File: src/pkg/mcg_pkg.sv
// shared constants, types and register map of the clock generation block
package mcg_pkg;

   // register port geometry
   localparam int MCG_ADDR_W = 4;
   localparam int MCG_DATA_W = 8;

   // register offsets
   localparam logic [3:0] MCG_DIVISOR_OFS = 4'h0;
   localparam logic [3:0] MCG_TRIM_OFS = 4'h1;
   localparam logic [3:0] MCG_STATUS_OFS = 4'h2;
   localparam logic [3:0] MCG_CONFIG_OFS = 4'h3;

   // values after reset
   localparam logic [7:0] MCG_DIVISOR_RST = 8'h00;
   localparam logic [1:0] MCG_TRIM_FLAGS_RST = 2'h0;

   // trim register fields
   localparam int MCG_TRIM_W = 6;
   localparam int MCG_TRIM_RC_BIT = 7;
   localparam int MCG_TRIM_CLKOUT_EN_BIT = 6;

   // status register fields
   localparam int MCG_ST_RUN_BIT = 0;
   localparam int MCG_ST_CLKOUT_BIT = 1;
   localparam int MCG_ST_WAKE_LSB = 2;
   localparam int MCG_ST_RTC_XTAL_BIT = 4;
   localparam int MCG_ST_CPU_CORE_CLOCK_LVL_BIT = 5;

   // config register fields
   localparam int MCG_CF_SRC_LSB = 0;
   localparam int MCG_CF_RANGE_LSB = 2;
   localparam int MCG_CF_RSTPIN_BIT = 4;

   // divider
   localparam int MCG_DIV_CNT_W = 9;
   localparam int MCG_MAX_DIVIDE = 510;

   // nominal frequencies in hertz
   localparam int MCG_RC_NOMINAL_HZ = 7373000;
   localparam int MCG_XTAL_LOW_MIN_HZ = 20000;
   localparam int MCG_XTAL_LOW_MAX_HZ = 100000;
   localparam int MCG_XTAL_MED_MAX_HZ = 4000000;
   localparam int MCG_XTAL_HIGH_MAX_HZ = 18000000;
   localparam int MCG_RESET_PIN_ABOVE_HZ = 12000000;

   // wake-up gating
   localparam int MCG_WAKE_XTAL_OSC_CYCLES = 992;
   localparam int MCG_WAKE_OTHER_OSC_CYCLES = 224;
   localparam int MCG_WAKE_SETTLE_MIN_NS = 60000;
   localparam int MCG_WAKE_SETTLE_MAX_NS = 100000;
   localparam int MCG_CLK_PERIOD_NS = 4;
   localparam int MCG_WAKE_SETTLE_CYCLES = (MCG_WAKE_SETTLE_MIN_NS + MCG_CLK_PERIOD_NS - 1) / MCG_CLK_PERIOD_NS;
   localparam int MCG_WAKE_CNT_W = 20;

   // oscillator clock sources, fixed at flash programming
   typedef enum logic [1:0] {
      MCG_SRC_WDOG = 2'b00,
      MCG_SRC_RC = 2'b01,
      MCG_SRC_XTAL = 2'b10,
      MCG_SRC_EXT = 2'b11
   } mcg_src_t;

   // crystal frequency ranges
   typedef enum logic [1:0] {
      MCG_RANGE_LOW = 2'b00,
      MCG_RANGE_MED = 2'b01,
      MCG_RANGE_HIGH = 2'b10
   } mcg_range_t;

   // wake-up sequencer states
   typedef enum logic [1:0] {
      MCG_WAKE_OSC = 2'b00,
      MCG_WAKE_SETTLE = 2'b01,
      MCG_WAKE_RUN = 2'b10
   } mcg_wake_t;

   // flash configuration word
   typedef struct packed {
      mcg_src_t source;
      mcg_range_t xtal_range;
      logic reset_pin_enable;
   } mcg_cfg_t;

   // register port request
   typedef struct packed {
      logic [MCG_ADDR_W-1:0] addr;
      logic [MCG_DATA_W-1:0] wdata;
      logic wr;
      logic rd;
   } mcg_req_t;

endpackage

File: src/design/mcg_clock_gen.sv
// oscillator selection, cpu clock divider, wake-up gate, trim register and clock output pin
`timescale 1ns/10ps
module mcg_clock_gen #(
   parameter int WAKE_SETTLE_CYCLES = mcg_pkg::MCG_WAKE_SETTLE_CYCLES
) (
   input wire logic clock_i,
   input wire logic rst_i,
   input wire logic warm_rst_i,
   input wire mcg_pkg::mcg_cfg_t cfg_i,
   input wire logic [mcg_pkg::MCG_TRIM_W-1:0] factory_trim_i,
   input wire logic wdog_osc_i,
   input wire logic internal_rc_clock_i,
   input wire logic xtal_osc_i,
   input wire logic external_clock_in_pin_i,
   input wire logic rtc_uses_crystal_i,
   input wire logic wake_i,
   input wire mcg_pkg::mcg_req_t req_i,
   output logic [mcg_pkg::MCG_DATA_W-1:0] reg_rdata_o,
   input wire logic port_pin_out_i,
   input wire logic port_pin_oe_i,
   output logic clock_out_pin_o,
   output logic clock_out_pin_oe_o,
   output logic oscillator_clock_tick_o,
   output logic cpu_core_clock_tick_o,
   output logic peripheral_tick_o,
   output logic machine_cycle_tick_o,
   output logic cpu_clock_running_o,
   output logic [mcg_pkg::MCG_TRIM_W-1:0] rc_trim_o
);
   import mcg_pkg::*;

   localparam logic [MCG_WAKE_CNT_W-1:0] SETTLE_LAST = MCG_WAKE_CNT_W'(WAKE_SETTLE_CYCLES - 1);
   localparam logic [MCG_WAKE_CNT_W-1:0] XTAL_OSC_LAST = MCG_WAKE_CNT_W'(MCG_WAKE_XTAL_OSC_CYCLES - 1);
   localparam logic [MCG_WAKE_CNT_W-1:0] OTHER_OSC_LAST = MCG_WAKE_CNT_W'(MCG_WAKE_OTHER_OSC_CYCLES - 1);

   // source pins in select order
   logic [3:0] src_raw;
   logic [3:0] src_level;
   logic [3:0] src_rise;

   mcg_cfg_t cfg_ff;
   logic [MCG_DATA_W-1:0] divisor_ff;
   logic [MCG_TRIM_W-1:0] trim_ff;
   logic clkout_en_ff;
   logic rc_flag_ff;
   logic [MCG_DIV_CNT_W-1:0] div_cnt_ff;
   logic [MCG_DIV_CNT_W-1:0] div_last_ff;
   logic [MCG_DIV_CNT_W-1:0] nxt_div_last;
   mcg_wake_t wake_ff;
   logic [MCG_WAKE_CNT_W-1:0] wake_cnt_ff;
   logic [MCG_WAKE_CNT_W-1:0] osc_last;
   logic osc_tick;
   logic cpu_core_clock_tick;
   logic cpu_core_clock_phase_ff;
   logic clkout_level_ff;
   logic clkout_allowed;
   logic restart;
   logic [MCG_DATA_W-1:0] nxt_rdata;

   assign src_raw[MCG_SRC_WDOG] = wdog_osc_i;
   assign src_raw[MCG_SRC_RC] = internal_rc_clock_i;
   assign src_raw[MCG_SRC_XTAL] = xtal_osc_i;
   assign src_raw[MCG_SRC_EXT] = external_clock_in_pin_i;

   // every oscillator pin is resynchronised before use
   mcg_sync #(
      .W(4)
   ) u_sync (
      .clock_i(clock_i),
      .rst_i(rst_i),
      .async_i(src_raw),
      .level_o(src_level),
      .rise_o(src_rise)
   );

   // flash configuration caught while power-on reset is held
   always_ff @(posedge clock_i) begin
      if (rst_i) begin
         cfg_ff <= cfg_i;
      end
   end

   // one oscillator edge per selected source period
   assign osc_tick = src_rise[cfg_ff.source];

   // sequencer restarts after any reset or a wake event
   assign restart = warm_rst_i | wake_i;

   // crystal sources need the longer oscillator count
   assign osc_last = (cfg_ff.source == MCG_SRC_XTAL) ? XTAL_OSC_LAST : OTHER_OSC_LAST;

   // wake-up gate: oscillator cycles first, then fixed settle time
   always_ff @(posedge clock_i) begin
      if (rst_i || restart) begin
         wake_ff <= MCG_WAKE_OSC;
         wake_cnt_ff <= '0;
      end else begin
         unique case (wake_ff)
            MCG_WAKE_OSC: begin
               if (osc_tick) begin
                  if (wake_cnt_ff == osc_last) begin
                     wake_ff <= MCG_WAKE_SETTLE;
                     wake_cnt_ff <= '0;
                  end else begin
                     wake_cnt_ff <= wake_cnt_ff + 1'b1;
                  end
               end
            end
            MCG_WAKE_SETTLE: begin
               if (wake_cnt_ff == SETTLE_LAST) begin
                  wake_ff <= MCG_WAKE_RUN;
                  wake_cnt_ff <= '0;
               end else begin
                  wake_cnt_ff <= wake_cnt_ff + 1'b1;
               end
            end
            MCG_WAKE_RUN: begin
               wake_cnt_ff <= '0;
            end
            default: begin
               wake_ff <= MCG_WAKE_OSC;
               wake_cnt_ff <= '0;
            end
         endcase
      end
   end

   // divisor n gives 2n oscillator cycles per cpu clock, zero gives one
   always_comb begin
      if (divisor_ff == 8'h00) begin
         nxt_div_last = '0;
      end else begin
         nxt_div_last = MCG_DIV_CNT_W'({divisor_ff, 1'b0} - 9'h001);
      end
   end

   // cpu clock edge when the divider wraps and the gate is open
   assign cpu_core_clock_tick = osc_tick & (div_cnt_ff == div_last_ff) & (wake_ff == MCG_WAKE_RUN);

   // divider counter; new divisor taken only at a wrap so no short period occurs
   always_ff @(posedge clock_i) begin
      if (rst_i || warm_rst_i) begin
         div_cnt_ff <= '0;
         div_last_ff <= '0;
      end else if (osc_tick) begin
         if (div_cnt_ff == div_last_ff) begin
            div_cnt_ff <= '0;
            div_last_ff <= nxt_div_last;
         end else begin
            div_cnt_ff <= div_cnt_ff + 1'b1;
         end
      end
   end

   // phase bit marks every second cpu clock as both a machine cycle and a peripheral clock
   always_ff @(posedge clock_i) begin
      if (rst_i || restart) begin
         cpu_core_clock_phase_ff <= 1'b0;
      end else if (cpu_core_clock_tick) begin
         cpu_core_clock_phase_ff <= ~cpu_core_clock_phase_ff;
      end
   end

   // clock output level toggles once per cpu clock
   always_ff @(posedge clock_i) begin
      if (rst_i || warm_rst_i) begin
         clkout_level_ff <= 1'b0;
      end else if (cpu_core_clock_tick) begin
         clkout_level_ff <= ~clkout_level_ff;
      end
   end

   // registered clock tick outputs
   always_ff @(posedge clock_i) begin
      if (rst_i) begin
         oscillator_clock_tick_o <= 1'b0;
         cpu_core_clock_tick_o <= 1'b0;
         machine_cycle_tick_o <= 1'b0;
         peripheral_tick_o <= 1'b0;
         cpu_clock_running_o <= 1'b0;
      end else begin
         oscillator_clock_tick_o <= osc_tick;
         cpu_core_clock_tick_o <= cpu_core_clock_tick;
         machine_cycle_tick_o <= cpu_core_clock_tick & cpu_core_clock_phase_ff;
         peripheral_tick_o <= cpu_core_clock_tick & cpu_core_clock_phase_ff;
         cpu_clock_running_o <= (wake_ff == MCG_WAKE_RUN);
      end
   end

   // divisor register, cleared by every reset source
   always_ff @(posedge clock_i) begin
      if (rst_i || warm_rst_i) begin
         divisor_ff <= MCG_DIVISOR_RST;
      end else if (req_i.wr && req_i.addr == MCG_DIVISOR_OFS) begin
         divisor_ff <= req_i.wdata;
      end
   end

   // trim register: factory value on power-on only, warm reset leaves it
   always_ff @(posedge clock_i) begin
      if (rst_i) begin
         trim_ff <= factory_trim_i;
         clkout_en_ff <= MCG_TRIM_FLAGS_RST[0];
         rc_flag_ff <= MCG_TRIM_FLAGS_RST[1];
      end else if (req_i.wr && req_i.addr == MCG_TRIM_OFS) begin
         trim_ff <= req_i.wdata[MCG_TRIM_W-1:0];
         clkout_en_ff <= req_i.wdata[MCG_TRIM_CLKOUT_EN_BIT];
         rc_flag_ff <= req_i.wdata[MCG_TRIM_RC_BIT];
      end
   end

   // rc oscillator tuning value
   always_ff @(posedge clock_i) begin
      if (rst_i) begin
         rc_trim_o <= '0;
      end else begin
         rc_trim_o <= trim_ff;
      end
   end

   // clock output only with crystal unused by both cpu and rtc
   assign clkout_allowed = clkout_en_ff & (cfg_ff.source != MCG_SRC_XTAL) & ~rtc_uses_crystal_i;

   // shared pin: clock output when allowed, ordinary port otherwise
   always_ff @(posedge clock_i) begin
      if (rst_i) begin
         clock_out_pin_o <= 1'b0;
         clock_out_pin_oe_o <= 1'b0;
      end else if (clkout_allowed) begin
         clock_out_pin_o <= clkout_level_ff;
         clock_out_pin_oe_o <= 1'b1;
      end else begin
         clock_out_pin_o <= port_pin_out_i;
         clock_out_pin_oe_o <= port_pin_oe_i;
      end
   end

   // read multiplexer, unmapped offsets read zero
   always_comb begin
      nxt_rdata = '0;
      unique case (req_i.addr)
         MCG_DIVISOR_OFS: begin
            nxt_rdata = divisor_ff;
         end
         MCG_TRIM_OFS: begin
            nxt_rdata = {rc_flag_ff, clkout_en_ff, trim_ff};
         end
         MCG_STATUS_OFS: begin
            nxt_rdata[MCG_ST_RUN_BIT] = (wake_ff == MCG_WAKE_RUN);
            nxt_rdata[MCG_ST_CLKOUT_BIT] = clkout_allowed;
            nxt_rdata[MCG_ST_WAKE_LSB +: 2] = wake_ff;
            nxt_rdata[MCG_ST_RTC_XTAL_BIT] = rtc_uses_crystal_i;
            nxt_rdata[MCG_ST_CPU_CORE_CLOCK_LVL_BIT] = src_level[cfg_ff.source];
         end
         MCG_CONFIG_OFS: begin
            nxt_rdata[MCG_CF_SRC_LSB +: 2] = cfg_ff.source;
            nxt_rdata[MCG_CF_RANGE_LSB +: 2] = cfg_ff.xtal_range;
            nxt_rdata[MCG_CF_RSTPIN_BIT] = cfg_ff.reset_pin_enable;
         end
         default: begin
            nxt_rdata = '0;
         end
      endcase
   end

   // read data stand for one cycle after the strobe
   always_ff @(posedge clock_i) begin
      if (rst_i) begin
         reg_rdata_o <= '0;
      end else if (req_i.rd) begin
         reg_rdata_o <= nxt_rdata;
      end else begin
         reg_rdata_o <= '0;
      end
   end
endmodule

File: src/design/mcg_sync.sv
// two-stage synchronisers with rising-edge pulses for the oscillator inputs
`timescale 1ns/10ps
module mcg_sync #(
   parameter int W = 4
) (
   input wire logic clock_i,
   input wire logic rst_i,
   input wire logic [W-1:0] async_i,
   output logic [W-1:0] level_o,
   output logic [W-1:0] rise_o
);
   genvar gi;
   generate
      for (gi = 0; gi < W; gi++) begin : g_bit
         logic meta_ff;
         logic sync_ff;
         logic prev_ff;
         logic rise_ff;
         // first stage feeds only the second stage
         always_ff @(posedge clock_i) begin
            if (rst_i) begin
               meta_ff <= 1'b0;
               sync_ff <= 1'b0;
            end else begin
               meta_ff <= async_i[gi];
               sync_ff <= meta_ff;
            end
         end
         // edge detect on the settled level
         always_ff @(posedge clock_i) begin
            if (rst_i) begin
               prev_ff <= 1'b0;
               rise_ff <= 1'b0;
            end else begin
               prev_ff <= sync_ff;
               rise_ff <= sync_ff & ~prev_ff;
            end
         end
         assign level_o[gi] = prev_ff;
         assign rise_o[gi] = rise_ff;
      end
   endgenerate
endmodule

File: config.mk
export PLATFORM = sky130hd
export DESIGN_NAME = mcg_clock_gen
export DESIGN_NICKNAME = d
export VERILOG_FILES = /design/src/pkg/mcg_pkg.sv /design/src/design/mcg_clock_gen.sv /design/src/design/mcg_sync.sv
export SDC_FILE = /design/constraint.sdc
export NUM_CORES = 1
export LEC_CHECK = 0
export ABC_AREA = 1
export BUFFER_PORTS_ARGS = -buffer_cell sky130_fd_sc_hd__buf_2
export CORE_MARGIN = 8
export CORE_UTILIZATION = 45
export DETAILED_ROUTE_END_ITERATION = 16
export PLACE_DENSITY = 0.67
export SLEW_MARGIN = 20
export SYNTH_ARGS = -nofsm -noshare
export SYNTH_HDL_FRONTEND = slang
export SYNTH_HIERARCHICAL = 1
export SYNTH_SLANG_ARGS = --single-unit
File: constraint.sdc
create_clock -name clock_i -period 1.5 [get_ports clock_i]
set_input_delay 0.075 -clock clock_i [delete_from_list [all_inputs] [get_ports clock_i]]
set_output_delay 0.075 -clock clock_i [all_outputs]
set_load 0.02 [all_outputs]
## Word level (Yosys, flattened, before mapping)

Cells that the tools add are included.

- Register bits after elaboration: 99
- Bits of input ports: 36
- Output and inout bits: 21

- $add $sub $neg: 3
- Order comparisons: 1
- Equal/unequal tests: 13
- Mux-type cells: 22
- Bitwise operators: 19
- Reduce and logical (&&, ||, !) cells: 11

Operators by type and width:

| cell | count |
|---|---|
| 2-to-1 mux 20 bit | 3 |
| one-hot mux 20 bit (2 select lines) | 1 |
| adder 20 x 1 -> 20 bit, second input constant | 1 |
| equality test 20 x 10 -> 1 bit | 1 |
| equality test 20 x 14 -> 1 bit, second input constant | 1 |
| one-hot mux 5 bit (4 select lines) | 1 |
| 2-to-1 mux 9 bit | 2 |
| 2-to-1 mux 6 bit | 2 |
| 2-to-1 mux 10 bit | 1 |
| adder 9 x 1 -> 9 bit, second input constant | 1 |
| bitwise AND 1 bit | 9 |
| equality test 9 bit | 1 |
| inverter 1 bit | 9 |
| subtractor 9 x 1 -> 9 bit, second input constant | 1 |
| equality test 4 x 2 -> 1 bit, second input constant | 2 |
| zero test 8 bit | 1 |
| != test 2 bit, second input constant | 4 |
| 2-to-1 mux 2 bit | 3 |
| one-hot mux 2 bit (3 select lines) | 1 |
| binary-select mux 1 bit (select 2 bit) | 2 |
| equality test 2 bit, second input constant | 2 |
| equality test 4 x 1 -> 1 bit, second input constant | 1 |
| zero test 4 bit | 1 |
| 2-to-1 mux 1 bit | 4 |
| other kinds (12) | 14 |

## Logic depth before layout (Yosys ltp)

- Word-level depth: 6
- Gate-level depth with buffers: 11
- Mapped depth without buffers: 10

## By module

Netlist, hierarchy kept.

Modules (own cells, without submodules):

| module | times used | cells each | area each (um^2) | sequential area each (um^2) |
|---|---|---|---|---|
| mcg_clock_gen | 1 | 538 | 4005.1 | 1771.7 |
| mcg_sync | 1 | 54 | 528.0 | 320.3 |

## Worst setup path before layout

Ideal clock, no wire load.

- Kind: register -> register
- From: register wake_cnt_ff[1]
- To: register wake_cnt_ff[19]
- Library setup time: 0.123 ns
- Arrival: 1.340 ns
- Data required time: 1.377 ns
- Path slack: 0.038 ns
- Stages on the path, launching flop included: 12
- Buffers on the path: 1
- Period minus slack after synthesis: 1.462 ns
- Cells stage by stage: dfxtp_1 ha_1 nand2_1 inv_1 nand2_1 nor2_1 nand3_1 nand2_1 nand2_1 buf_4 nand3_1 a21oi_1

- Word-level cells in the longest chain between the ends: 4
- Elaborated cells on any way between the ends: 7
- Classes of those cells: add/sub (1); eq/ne (2); mux (4)

RTL lines:

| element | line | RTL |
|---|---|---|
| from (decl) | mcg_clock_gen.sv:50 | `logic [MCG_WAKE_CNT_W-1:0] wake_cnt_ff;` |
| from (signal assigned) | mcg_clock_gen.sv:105 | `wake_cnt_ff <= wake_cnt_ff + 1'b1;` |
| from (signal assigned) | mcg_clock_gen.sv:114 | `wake_cnt_ff <= wake_cnt_ff + 1'b1;` |
| adder 20 x 1 -> 20 bit or equality test 20 x 10 -> 1 bit (tied branches) | mcg_clock_gen.sv:105, mcg_clock_gen.sv:114, mcg_clock_gen.sv:101 |  |
| 2-to-1 mux 20 bit | mcg_clock_gen.sv:101 | `if (wake_cnt_ff == osc_last) begin` |
| 2-to-1 mux 20 bit | mcg_clock_gen.sv:100 | `if (osc_tick) begin` |
| one-hot mux 20 bit (2 select lines) (*) | mcg_clock_gen.sv:98 | `unique case (wake_ff)` |

Mark *: on every way between the ends. The rest lies on a longest branch, timed or not. The select of a mux whose other input is x is not followed.
A chain may end at the register's enable or synchronous reset.

## Worst setup path after layout

- From: register cfg_ff[3] (netlist bit)
- To: register wake_cnt_ff[6]

- Word-level cells in the longest chain between the ends: 6
- Elaborated cells on any way between the ends: 9
- Classes of those cells: eq/ne (3); mux (6)

RTL lines:

| element | line | RTL |
|---|---|---|
| from (decl) | mcg_clock_gen.sv:41 | `mcg_cfg_t cfg_ff;` |
| from (signal assigned) | mcg_clock_gen.sv:79 | `cfg_ff <= cfg_i;` |
| equality test 2 bit | mcg_clock_gen.sv:90 | `assign osc_last = (cfg_ff.source == MCG_SRC_XTAL) ? XTAL_OSC_LAST : OTHER_OSC_LAST;` |
| 2-to-1 mux 10 bit | mcg_clock_gen.sv:90 |  |
| equality test 20 x 10 -> 1 bit | mcg_clock_gen.sv:101 |  |
| 2-to-1 mux 20 bit | mcg_clock_gen.sv:101 |  |
| 2-to-1 mux 20 bit | mcg_clock_gen.sv:100 |  |
| one-hot mux 20 bit (2 select lines) | mcg_clock_gen.sv:98 |  |

Parallel ways exist; a longest one is shown, timed or not. The select of a mux whose other input is x is not followed.

==> flow_summary.yaml <==
detailed_routing:
  vias: 4319
  finalWirelength_mm: 12.2
  vias_per_cell: 4.98
  routedWlPerCell_um: 14.0
  drt_iter0_markers: 257
  first_pass_iters: 5
  drc: 0
  ant_nets: 0
critical_path:
  startpoint: "cfg_ff[3]$_DFFE_PP_"
  ff2ff_path_depth: 9
  cp_max_fo: 10
  path_class: "reg -> reg"
  cp.arrival_ps: 1900
  r2r_start: "cfg_ff[3]$_DFFE_PP_"
  cp.required_ps: 1780
  r2r_end: "wake_cnt_ff[6]$_SDFFE_PP0N_"
  ff2ff_setup_slack_ps: -120
  cp-end-kind: "register"
  startpoint_type: "register"
layout:
  layout_commonest_cell: "nand2_1"
  seq_area_sq_um: 2100
  diodes: 0
  fin_util: 0.626
  layout_common_cells: "nand2_1 (102), nor2_1 (86), dfxtp_1 (84)"
  area_growth_pct: 35.1
  drive_above_1_share: 0.285
  fillers: 806
  multiInputGateArea_sq_um: 2290
  nNetsFinal: 768
grt:
  grt_pass1_wl_mm: 18.9
  grt_antenna_before_repair: 0
  grt_usage: 0.176
  grt_pass1_vias: 4205
  overflow: 0
  grt_max_degree: 28
status:
  failed_checks: "setup timing"
  status: "complete, but fails checks"
worst_hold_path:
  min_path_type: "in -> reg"
  min_from: "rst_i"
  hold-path-cell-count: 2
  hold_path_end: "clkout_en_ff$_SDFFE_PP0P_"
clock_tree:
  cts_htree_levels: 3
  cts_tree: "built"
  insertion_delay_ps: 370
  cts_inserted_buffers: 9
  path_clk_slew_ps: 110
  cts_sinks: 99
  cts-root-buf: "clkbuf_8"
  cts_max_path_buffers: 2
power:
  total_power_w: 0.00514
  seq_power_share: 0.541
  clock_power_share: 0.331
  power-per-cell-area_nw_per_um2: 840
  irDropWorstVdd_v: 0.000621
  p_sw_w: 0.00145
  intPower_w: 0.00370
  combPwrFrac: 0.128
  swShare: 0.281
  power_leakage_nw: 2.58
synth:
  yosysTopAreaCellShare: 0.389
  synth_top_cell_by_area: "dfxtp_1"
  syn_area_per_cell_sq_um: 7.66
  yosys_register_bits: 99
  synth_nets: 631
  synth-warning-count: 6
  netlist-cell-type-count: 36
  ys_top_cells_by_area: "dfxtp_1 (39%), nand2_1 (9.3%), nor2_1 (7.9%)"
  postSynthCellCount: 592
  synth-seq-area-share: 0.461
  syn_area_sq_um: 4530
timing:
  post-route-period-util: 1.08
  fin_crit_ps: 1620
  worst_pin_slew_ps: 508
  slew_headroom: 0.660
  hold_violations: 0
  max_freq_ghz: 0.619
  maxSlewViolCount: 0
  rsz0062_at_grt: "yes"
  finalSetupViolCount: 40
  tns_ps: -2200
  setup_slack_ps: -115
  final.setup_skew_ps: 14.8
place:
  port_buffers: 56
  hpwl_mm: 7.99
  place_ws_ps: -116
  gp_congestion: 0.872
floorplan:
  fp.dieW_um: 116
  core_area_sq_um: 9770
  rows: 36
  die-area_sq_um: 13500
  die_h_um: 116
  ios: 57
  start_util: 0.464
run:
  max_cap_viol_count: 0
worst max path at each step:
stage | to | slack [ps] | cells past startpoint
2_1_floorplan | wake_cnt_ff[19]$_SDFFE_PP0N_ | 40 | 11
3_3_place_gp | wake_cnt_ff[1]$_SDFFE_PP0N_ | -50 | 9
3_5_place_dp | wake_cnt_ff[16]$_SDFFE_PP0N_ | -120 | 9
4_1_cts | div_cnt_ff[8]$_SDFFE_PP0P_ | -80 | 11
5_1_grt | div_cnt_ff[8]$_SDFFE_PP0P_ | -210 | 11
6_report | wake_cnt_ff[6]$_SDFFE_PP0N_ | -120 | 9
power by group through the flow:
stage                     logic (W)  clock network [W]  registers [W]
after global placement     0.000425                  0        0.00284
after detailed placement   0.000433                  0        0.00284
after global routing       0.000712            0.00183        0.00279
final                      0.000660            0.00170        0.00278
after floorplan            0.000252                  0        0.00286
after CTS                  0.000540            0.00173        0.00278
area by class of cell:
cell class / instances / share of cell area
Inverter: 78 / 0.0511
Multi-Input combinational cell: 398 / 0.375
Timing Repair inverter: 1 / 0.00102
Clock inverter: 6 / 0.0110
Tap cell: 133 / 0.0272
Timing Repair Buffer: 142 / 0.172
Sequential cell: 99 / 0.342
Clock buffer: 10 / 0.0208
synthesized netlist by cell type:
cell	n
buf_12	1
buf_6	1
o22ai_1	10
nand2_2	6
nand3_2	3
clkinv_1	1
xnor2_1	7
a21oi_1	27
nand2_8	1
a21boi_1	1
nand4_1	16
nand2_1	112
nand3b_1	3
a31oi_1	1
edfxtp_1	11
o21ai_1	1
inv_1	73
clkbuf_1	3
inv_2	3
buf_2	3
o21ai_0	22
nor3_1	4
nor2_1	96
nor2_4	3
nand3_4	1
nor3b_1	1
dfxtp_1	88
nor2_2	8
nor3_2	3
nand2_4	4
ha_1	3
nand3_1	45
buf_4	11
a211oi_1	2
xor2_1	16
inv_8	1
registers in the layout, indices dropped and copies added, names as in the netlist, 5 cells and up:
register	cells
div_cnt_ff	9
divisor_ff	8
div_last_ff	9
wake_cnt_ff	20
rc_trim_o	6
cfg_ff	5
trim_ff	6
reg_rdata_o	8
worst max-delay path, cell delays in order (launching register included):
cell      delay (ps)
edfxtp_1         480
buf_4            170
nand2_2           60
nand3_4          110
nand2_8          120
nand2_8          120
buf_4            180
nand3_1           70
xor2_1           150
nor2_1            50
logic make-up after synthesis:
group                    share of synthesized area
adder cells (fa/ha/maj)                    0.00828
flip-flops                                   0.461
XOR/XNOR                                    0.0444
AO/OA/AOI/OAI                               0.0754
AND/OR/NAND/NOR                              0.313
buffers and inverters                       0.0972
through the flow:
step	cell area [sq um]	instances	hold WS [ps]
final	6120	867	9.64
after global routing	6120	867	5.18
after CTS	5760	856	2.56
after detailed placement	5170	804	254
after global placement	5170	804	253
after floorplan	4530	592	174
metal layers:
metal,vias to the layer above,routed length [um],track usage
li1,2158,-,-
met1,2006,5120,0.212
met2,135,5980,0.297
met3,20,836,0.0517
met4,0,239,0.0562
met5,-,0,0
repair_timing:
action / in CTS / in global routing
hold buffers: 29 / 0
pin swaps: 4 / 19
gates cloned: 1 / 2
gates resized for setup: 18 / 69
setup buffers: 6 / 9
setup endpoints to repair: 42 / 46
hold endpoints to repair: 22 / 0
Note: power is estimated with default switching activity, not from simulation.
